===== src/rtl/elastic_align_pkg.sv =====
// Purpose: Constants for the elastic store align and receive monitor select
// Assumes: One framer, 8-bit control port, 40 MHz clock
// Notes: Frame is 32 timeslots; half a frame is 16 bytes of separation
`default_nettype none
package elastic_align_pkg;
  localparam logic [7:0] ALIGN_SEL_ADDR = 8'haa;
  localparam logic [7:0] ALIGN_SEL_RESET = 8'h00;
  localparam int RX_ALIGN_BIT = 6;
  localparam int TX_ALIGN_BIT = 5;
  localparam int SEL_MSB = 4;
  localparam int SEL_LSB = 0;
  localparam logic [7:0] WRITE_MASK = 8'h7f;
  localparam logic [4:0] HALF_FRAME = 5'h10;
  localparam logic [4:0] LAST_SLOT = 5'h1f;
endpackage : elastic_align_pkg
`default_nettype wire


===== src/rtl/elastic_align_rx_monitor_ctrl.sv =====
// Purpose: Control register holding store align requests and monitor select
// Assumes: Store pointers and slot stream are synchronous to clk
// Notes: Pointers are 5-bit byte indices into a one-frame window
`default_nettype none
// Notes on behaviour
// - A rising rx align bit sets the rx pointers half a frame apart.
// - If separation is already half a frame or more nothing is changed.
// - Below half a frame the store is realigned and data is disturbed.
// - Only a zero to one change of an align bit triggers an alignment.
// - A rising transmit align bit does the same for the transmit store.
// - Bits four to zero select which receive channel is monitored.
module elastic_align_rx_monitor_ctrl (
  input wire logic clk,
  input wire logic rst,
  input wire logic wrEn,
  input wire logic rdEn,
  input wire logic [7:0] addr,
  input wire logic [7:0] wrData,
  output logic [7:0] rdData,
  input wire logic [4:0] rxWrPtr,
  input wire logic [4:0] rxRdPtr,
  output logic rxAlignLoad,
  output logic [4:0] rxAlignRdPtr,
  output logic rxAlignCorrupt,
  input wire logic [4:0] txWrPtr,
  input wire logic [4:0] txRdPtr,
  output logic txAlignLoad,
  output logic [4:0] txAlignRdPtr,
  output logic txAlignCorrupt,
  input wire logic slotValid,
  input wire logic [4:0] slotNum,
  input wire logic [7:0] slotData,
  output logic [7:0] rxChannelMonitorValue
);
  logic [7:0] ctrl_q, ctrl_d;
  logic [7:0] rdData_q;
  logic rxReqPrev_q, txReqPrev_q;
  logic rxLoad_q, txLoad_q;
  logic [4:0] rxPtr_q, txPtr_q;
  logic [4:0] selLatched_q;
  logic [7:0] monitor_q;

  // Modulo-32 distance from read to write pointer
  function automatic logic [4:0] sep(input logic [4:0] w, input logic [4:0] r);
    sep = w - r;
  endfunction : sep

  // Read pointer half a frame behind a write pointer, modulo one frame
  function automatic logic [4:0] halfBehind(input logic [4:0] w);
    halfBehind = w - elastic_align_pkg::HALF_FRAME;
  endfunction : halfBehind

  wire hit = addr == elastic_align_pkg::ALIGN_SEL_ADDR;
  wire regWrite = wrEn && hit;
  wire rxRequest = ctrl_q[elastic_align_pkg::RX_ALIGN_BIT];
  wire txRequest = ctrl_q[elastic_align_pkg::TX_ALIGN_BIT];
  wire rxRise = rxRequest && !rxReqPrev_q;
  wire txRise = txRequest && !txReqPrev_q;
  wire rxClose = sep(rxWrPtr, rxRdPtr) < elastic_align_pkg::HALF_FRAME;
  wire txClose = sep(txWrPtr, txRdPtr) < elastic_align_pkg::HALF_FRAME;
  wire rxDoAlign = rxRise && rxClose;
  wire txDoAlign = txRise && txClose;
  wire [4:0] selNow = ctrl_q[elastic_align_pkg::SEL_MSB:
                             elastic_align_pkg::SEL_LSB];
  wire frameEnd = slotValid && slotNum == elastic_align_pkg::LAST_SLOT;
  // Slot of the monitored channel in the current frame
  wire selSlot = slotValid && slotNum == selLatched_q;

  // Bit seven is forced low so a careless write cannot leave it set
  assign ctrl_d = regWrite ? (wrData & elastic_align_pkg::WRITE_MASK)
                           : ctrl_q;

  always_ff @(posedge clk) begin
    if (rst) begin
      ctrl_q <= elastic_align_pkg::ALIGN_SEL_RESET;
      rxReqPrev_q <= 1'b0;
      txReqPrev_q <= 1'b0;
    end else begin
      ctrl_q <= ctrl_d;
      rxReqPrev_q <= rxRequest;
      txReqPrev_q <= txRequest;
    end
  end

  // Read pointer is moved half a frame behind the write pointer
  always_ff @(posedge clk) begin
    if (rst) begin
      rxLoad_q <= 1'b0;
      txLoad_q <= 1'b0;
      rxPtr_q <= 5'h00;
      txPtr_q <= 5'h00;
    end else begin
      rxLoad_q <= rxDoAlign;
      txLoad_q <= txDoAlign;
      if (rxDoAlign) begin
        rxPtr_q <= halfBehind(rxWrPtr);
      end
      if (txDoAlign) begin
        txPtr_q <= halfBehind(txWrPtr);
      end
    end
  end

  // Load and corrupt share one pulse: the store drops its data while moving
  assign rxAlignLoad = rxLoad_q;
  assign txAlignLoad = txLoad_q;
  assign rxAlignCorrupt = rxLoad_q;
  assign txAlignCorrupt = txLoad_q;
  assign rxAlignRdPtr = rxPtr_q;
  assign txAlignRdPtr = txPtr_q;

  // Selection is sampled at frame end so a frame never mixes two channels
  always_ff @(posedge clk) begin
    if (rst) begin
      selLatched_q <= 5'h00;
      monitor_q <= 8'h00;
    end else begin
      if (frameEnd) begin
        selLatched_q <= selNow;
      end
      if (selSlot) begin
        monitor_q <= slotData;
      end
    end
  end
  assign rxChannelMonitorValue = monitor_q;

  always_ff @(posedge clk) begin
    if (rst) begin
      rdData_q <= 8'h00;
    end else if (rdEn) begin
      rdData_q <= hit ? ctrl_q : 8'h00;
    end
  end
  assign rdData = rdData_q;

  // Checks written with |=> look one edge past the edge that decides them; the others check that same edge
  a_top_bit_zero: assert property (
    @(posedge clk) disable iff (rst) !ctrl_q[7])
    else $error("bit seven set");
  a_readback_top: assert property (
    @(posedge clk) disable iff (rst) rdEn |=> !rdData[7])
    else $error("bit seven read back set");
  a_rx_align_close: assert property (
    @(posedge clk) disable iff (rst)
    rxRise && rxClose |=> rxAlignLoad &&
      rxAlignRdPtr == $past(rxWrPtr) - 5'h10)
    else $error("rx align missed");
  a_rx_align_far: assert property (
    @(posedge clk) disable iff (rst)
    rxRise && !rxClose |=> !rxAlignLoad && $stable(rxAlignRdPtr))
    else $error("rx align acted far");
  a_tx_align_far: assert property (
    @(posedge clk) disable iff (rst)
    txRise && !txClose |=> !txAlignLoad && $stable(txAlignRdPtr))
    else $error("tx align acted far");
  a_corrupt_flag: assert property (
    @(posedge clk) disable iff (rst) rxAlignLoad |-> rxAlignCorrupt)
    else $error("no rx corrupt");
  a_tx_corrupt_flag: assert property (
    @(posedge clk) disable iff (rst) txAlignLoad |-> txAlignCorrupt)
    else $error("no tx corrupt");
  a_level_no_retrig: assert property (
    @(posedge clk) disable iff (rst) rxAlignLoad |=> !rxAlignLoad)
    else $error("rx retriggered");
  a_tx_no_retrig: assert property (
    @(posedge clk) disable iff (rst) txAlignLoad |=> !txAlignLoad)
    else $error("tx retriggered");
  a_rx_held_quiet: assert property (
    @(posedge clk) disable iff (rst)
    rxRequest && rxReqPrev_q |=> !rxAlignLoad)
    else $error("rx held bit realigned");
  a_tx_held_quiet: assert property (
    @(posedge clk) disable iff (rst)
    txRequest && txReqPrev_q |=> !txAlignLoad)
    else $error("tx held bit realigned");
  a_tx_align_close: assert property (
    @(posedge clk) disable iff (rst)
    txRise && txClose |=> txAlignLoad &&
      txAlignRdPtr == $past(txWrPtr) - 5'h10)
    else $error("tx align missed");
  a_monitor_capture: assert property (
    @(posedge clk) disable iff (rst)
    slotValid && slotNum == selLatched_q |=> monitor_q == $past(slotData))
    else $error("monitor miss");
  a_monitor_hold: assert property (
    @(posedge clk) disable iff (rst)
    !(slotValid && slotNum == selLatched_q) |=> $stable(monitor_q))
    else $error("monitor changed off its slot");
  a_sel_frame: assert property (
    @(posedge clk) disable iff (rst)
    !$past(frameEnd) |-> $stable(selLatched_q))
    else $error("select moved mid frame");
  a_sel_follow: assert property (
    @(posedge clk) disable iff (rst)
    frameEnd |=> selLatched_q == $past(selNow))
    else $error("select not taken at frame end");
  a_reset_quiet: assert property (@(posedge clk)
    rst |=> !rxAlignLoad && !txAlignLoad && rdData == 8'h00 &&
      rxChannelMonitorValue == 8'h00)
    else $error("outputs not cleared by reset");
  a_rd_value: assert property (
    @(posedge clk) disable iff (rst) rdEn && hit |=> rdData == $past(ctrl_q))
    else $error("read data differs from register");
  a_rd_unmapped: assert property (
    @(posedge clk) disable iff (rst)
    rdEn && !hit |=> rdData == 8'h00)
    else $error("unmapped read not zero");
  a_rd_hold: assert property (
    @(posedge clk) disable iff (rst) !rdEn |=> $stable(rdData))
    else $error("read data moved");

  c_rx_align: cover property (@(posedge clk) rxAlignLoad);
  c_tx_align: cover property (@(posedge clk) txAlignLoad);
  c_rx_noop: cover property (@(posedge clk) rxRise && !rxClose);
  c_tx_noop: cover property (@(posedge clk) txRise && !txClose);
  c_sel_change: cover property (@(posedge clk)
    frameEnd && selNow != selLatched_q);
endmodule : elastic_align_rx_monitor_ctrl
`default_nettype wire


===== config.mk =====
export PLATFORM = sky130hd
export DESIGN_NAME = elastic_align_rx_monitor_ctrl
export DESIGN_NICKNAME = d
export VERILOG_FILES = /design/src/rtl/elastic_align_pkg.sv /design/src/rtl/elastic_align_rx_monitor_ctrl.sv
export SDC_FILE = /design/constraint.sdc
export NUM_CORES = 1
export LEC_CHECK = 0
export ABC_AREA = 1
export BUFFER_PORTS_ARGS = -buffer_cell sky130_fd_sc_hd__buf_2
export CAP_MARGIN = 25
export CELL_PAD_IN_SITES_DETAIL_PLACEMENT = 2
export CELL_PAD_IN_SITES_GLOBAL_PLACEMENT = 2
export CORE_ASPECT_RATIO = 0.6
export CORE_MARGIN = 5
export CORE_UTILIZATION = 25
export CTS_BUF_LIST = sky130_fd_sc_hd__clkbuf_2
export DETAILED_ROUTE_END_ITERATION = 8
export GPL_TIMING_DRIVEN = 0
export PLACE_DENSITY_LB_ADDON = 0.1
export SLEW_MARGIN = 40
export SYNTH_ARGS = -nofsm -noshare
export SYNTH_HDL_FRONTEND = slang
export SYNTH_SLANG_ARGS = --single-unit

===== constraint.sdc =====
create_clock -name clk -period 1.5 [get_ports clk]
set_input_delay 0.15 -clock clk [delete_from_list [all_inputs] [get_ports clk]]
set_output_delay 0.15 -clock clk [all_outputs]
set_load 0.05 [all_outputs]

; ---- After elaboration in Yosys (flattened, before gate mapping)
; Index checks and enable logic that the tools add are counted.
[totals]
latch_bits = 0
ram_bits = 0
in_bits = 54
out_inout_bits = 30
mem_bits_ro = 0
memories = 0
reg_bits = 42
[op_classes]
add_sub_neg = 4
magnitude_cmp = 2
mux = 1
bitwise = 0
eq_ne = 3
div = 0
n_reduce_logical = 9
n_shift = 0
mul = 0
[op_table]
columns = operator, n
row1 = < comparator 5 bit (second input constant), 2
row2 = subtractor 5 bit, 2
row3 = subtractor 5 bit (second input constant), 2
row4 = == test 8 bit (second input constant), 1
row5 = logical AND 1 bit, 7
row6 = two-way mux 7 bit, 1
row7 = == test 5 bit, 1
row8 = == test 5 bit (second input constant), 1
row9 = zero test 1 bit, 2

; ---- Depth between registers and ports, before layout
[depth]
word_depth = 3
mapped_depth = 11

; ---- Worst setup path after synthesis
; OpenSTA, ideal clock, no wires.
[synth_timing]
path_type = input-to-reg
start = input rxRdPtr[3]
end = register rxPtr_q[0] (netlist: rxAlignRdPtr[0])
stages = 9
path_buffers = 0
setup_ps = 64
path_slack_ps = 275
t_arrival_ps = 1161
path_cell_list = inv_1 ha_1 a21oi_1 nand2_1 nand2_1 nand3_2 nand2_1 inv_1 nor2_1
[synth_between]
elab_chain_cells = 3
[synth_rtl]
columns = item, line
row1 = "start, declared", elastic_align_rx_monitor_ctrl.sv:21  ; input wire logic [4:0] rxRdPtr,
row2 = subtractor 5 bit, elastic_align_rx_monitor_ctrl.sv:45  ; sep = w - r;
row3 = < comparator 5 bit, elastic_align_rx_monitor_ctrl.sv:59  ; wire rxClose = sep(rxWrPtr, rxRdPtr) < elastic_align_pkg::HALF_FRAME;
row4 = logical AND 1 bit, elastic_align_rx_monitor_ctrl.sv:61  ; wire rxDoAlign = rxRise && rxClose;
row5 = "end signal, assigned", elastic_align_rx_monitor_ctrl.sv:96  ; rxPtr_q <= halfBehind(rxWrPtr);
row6 = "end, declared", elastic_align_rx_monitor_ctrl.sv:39  ; logic [4:0] rxPtr_q, txPtr_q;
; Every way passes these cells.
; A chain may end at the register's enable or synchronous reset.

==> results.json <==
{
  "drive_gt1_share_pct": 27.6,
  "die_x_um": 124,
  "maxCapViolCount": 0,
  "r2r_start": "selLatched_q[3]",
  "ys_seq_area_share_pct": 41.9,
  "fmax_mhz": 708,
  "crit_buf_inv": 4,
  "max_stage_delay_ps": 530,
  "rsz0062_at_grt": "false",
  "arrival_ps": 1750,
  "die-area_sq_um": 9770,
  "grt_pass1_vias": 2237,
  "antenna_found_initial": 0,
  "leakagePower_uw": 0.00140,
  "ant_nets": 0,
  "worstSetupStartpoint": "rst",
  "crit_family": "buffers and inverters",
  "synth_edf_count": 0,
  "setup_violations": 0,
  "clkLatencyLatePin_ps": 390,
  "cts_htree_levels": 2,
  "synthFlopType": "dfxtp_1",
  "clock_skew_ps": 8.91,
  "clock-root-buffer": "clkbuf_2",
  "nNetsFinal": 443,
  "r2r_cells": 6,
  "cts_tree": "yes",
  "clkTransAtPathRegs_ps": 200,
  "io_buffers": 81,
  "row_count": 25,
  "cp.depth": 6,
  "reg2reg_slack_ps": 120,
  "clockBufferDepth": 2,
  "totalWireLength_mm": 6.40,
  "synth_cell_type_count": 22,
  "antennaDiodeCount": 0,
  "io_pins": 84,
  "track_usage_pct": 13.3,
  "post_drt_wl_per_cell_um": 13.0,
  "drt_iter0_drc": 38,
  "crit_path_end_kind": "register",
  "r2r-end": "rxChannelMonitorValue[6]",
  "synthTopCellsByArea": "dfxtp_1 42%, inv_1 12%, nand2_1 10%",
  "whs_ps": 46.0,
  "power_density_nw_per_um2": 716,
  "area_growth_pct": 39.0,
  "synth_top_area_cell": "dfxtp_1",
  "drc_errors": 0,
  "report.final.slew_viol_count": 0,
  "globalplace.congestion": 0.708,
  "yosysWarnings": 0,
  "hpwl_mm": 5.17,
  "netlist.area_leader.share_pct": 41.9,
  "status": "finished, final reports clean",
  "die_h_um": 78.6,
  "min_period_over_period_pct": 94.1,
  "crit_chain": "dlygate4sd3_1 > buf_2 > clkinv_1 > clkbuf_1 > o21ai_0 > a21oi_1",
  "fin_area_sq_um": 2720,
  "start_util_pct": 25.3,
  "yosysMostFrequentCell": "inv_1",
  "dr_total_vias": 2063,
  "postPlaceCellArea_sq_um": 2500,
  "syn_inst": 280,
  "cts_setup_buffers": 0,
  "min_period_ps": 1410,
  "clock_sinks": 41,
  "synthTopCellsByCount": "61 x inv_1, 53 x nand2_1, 41 x dfxtp_1",
  "gr-total-overflow": 0,
  "syn_area_sq_um": 1960,
  "ys_ff_latch": 41,
  "crit_required_ps": 1840,
  "viasPerCell": 4.19,
  "syn-num-nets": 340,
  "peakVddDrop_mv": 0.214,
  "cp_max_fo": 10,
  "syn_area_per_cell_sq_um": 7.00,
  "cpMaxStageDelayCell": "dlygate4sd3_1",
  "core-area_sq_um": 7760,
  "drtPass1Iterations": 4,
  "cp-start-kind": "input port",
  "hold_class": "in -> reg",
  "hold_viol": 0,
  "worstSetupPathType": "in -> reg",
  "crit_end": "rdData[1]",
  "synthArstFlopShare_pct": 0,
  "numCtsBuffers": 5,
  "grt_pass1_wl_mm": 10.6,
  "grt_max_degree": 12
}
cell type report:
type	count	area, sq um
fillers	980	5030
plain buffers	8	52.6
repair buffers	96	571
well taps	108	135
flip-flops and latches	41	821
inverters	63	236
multi-input cells	168	867
clock buffers	8	40.0
worst reg2reg max path: stages, from the launching register on:
cell and delay (ps):
dfxtp_1 370, or2_0 240, a21oi_2 200, nand3_4 160, buf_8 180, o21ai_2 110
a21oi_1 50
state kept, by name (all words and copies together), names as in the netlist:
signal,count
txReqPrev_q,1
selLatched_q,5
rdData,7
ctrl_q,7
rxAlignCorrupt,1
txAlignRdPtr,5
rxChannelMonitorValue,8
txAlignCorrupt,1
rxReqPrev_q,1
rxAlignRdPtr,5
cell families after synthesis:
kind of cell | after synthesis | synth area share, %
adder cells (fa/ha/maj) | 6 | 3.83
XOR/XNOR | 2 | 0.894
other | 1 | 0.191
buffers and inverters | 71 | 14.6
AO/OA/AOI/OAI | 55 | 14.6
flip-flops | 41 | 41.9
AND/OR/NAND/NOR | 104 | 24.0
report_power, final:
part	switching, uW	internal [uW]	total [uW]
Combinational	209	139	348
Sequential	6.71	1110	1110
Clock	352	138	490
timing repair:
item,CTS,global route
endpoints found under the hold margin,16,1
setup endpoints to repair,0,3
resized for setup,0,4
hold buffers,13,1
metal layers:
layer | routed length (um) | global-route usage, % | vias up
li1 | - | - | 1068
met1 | 3130 | 17.8 | 942
met2 | 2840 | 20.5 | 48
met3 | 387 | 4.69 | 5
met4 | 45 | 2.95 | 0
met5 | 0 | 0 | -
cells in the final DEF (no fill, tap or decap):
| cell | count |
|---|---|
| nand3_2 | 4 |
| clkbuf_2 | 8 |
| clkbuf_16 | 1 |
| dlygate4sd3_1 | 14 |
| o21ai_2 | 2 |
| nand2_1 | 53 |
| conb_1 | 1 |
| inv_2 | 1 |
| inv_1 | 61 |
| buf_4 | 3 |
| nand4_1 | 10 |
| dfxtp_1 | 41 |
| buf_8 | 1 |
| and3_1 | 1 |
| nor2_1 | 31 |
| ha_1 | 6 |
| nand3_1 | 1 |
| o21ai_0 | 28 |
| nor4_4 | 1 |
| clkinv_1 | 1 |
| nand3_4 | 1 |
| xor2_1 | 2 |
| clkbuf_1 | 4 |
| a21oi_2 | 2 |
| a21oi_1 | 23 |
| or2_0 | 1 |
| buf_2 | 81 |
| nor2_2 | 1 |
worst min-delay path by stage:
stage / startpoint / end / slack [ps] / depth (start not counted)
finish: slotData[0] / rxChannelMonitorValue[0] / 50 / 3
global route: slotData[7] / rxChannelMonitorValue[7] / 2 / 3
CTS: slotData[1] / rxChannelMonitorValue[1] / 4 / 3
detailed placement: wrData[3] / ctrl_q[3] / 390 / 3
global placement: wrData[3] / ctrl_q[3] / 380 / 3
floorplan: rst / rxAlignCorrupt / 220 / 1
per-stage QoR:
stage,total power (uW),std cells,TNS [ps],worst slack (ps),utilization (%)
finish,1950,492,0,88.5,35.1
global route,2090,492,0,22.4,35.1
CTS,2000,490,0,58.2,34.4
detailed placement,1450,469,-1100,-133,32.2
global placement,1440,469,-246,-43.9,32.2
floorplan,1320,280,0,275,-
Power figures use the tool's default switching activity.
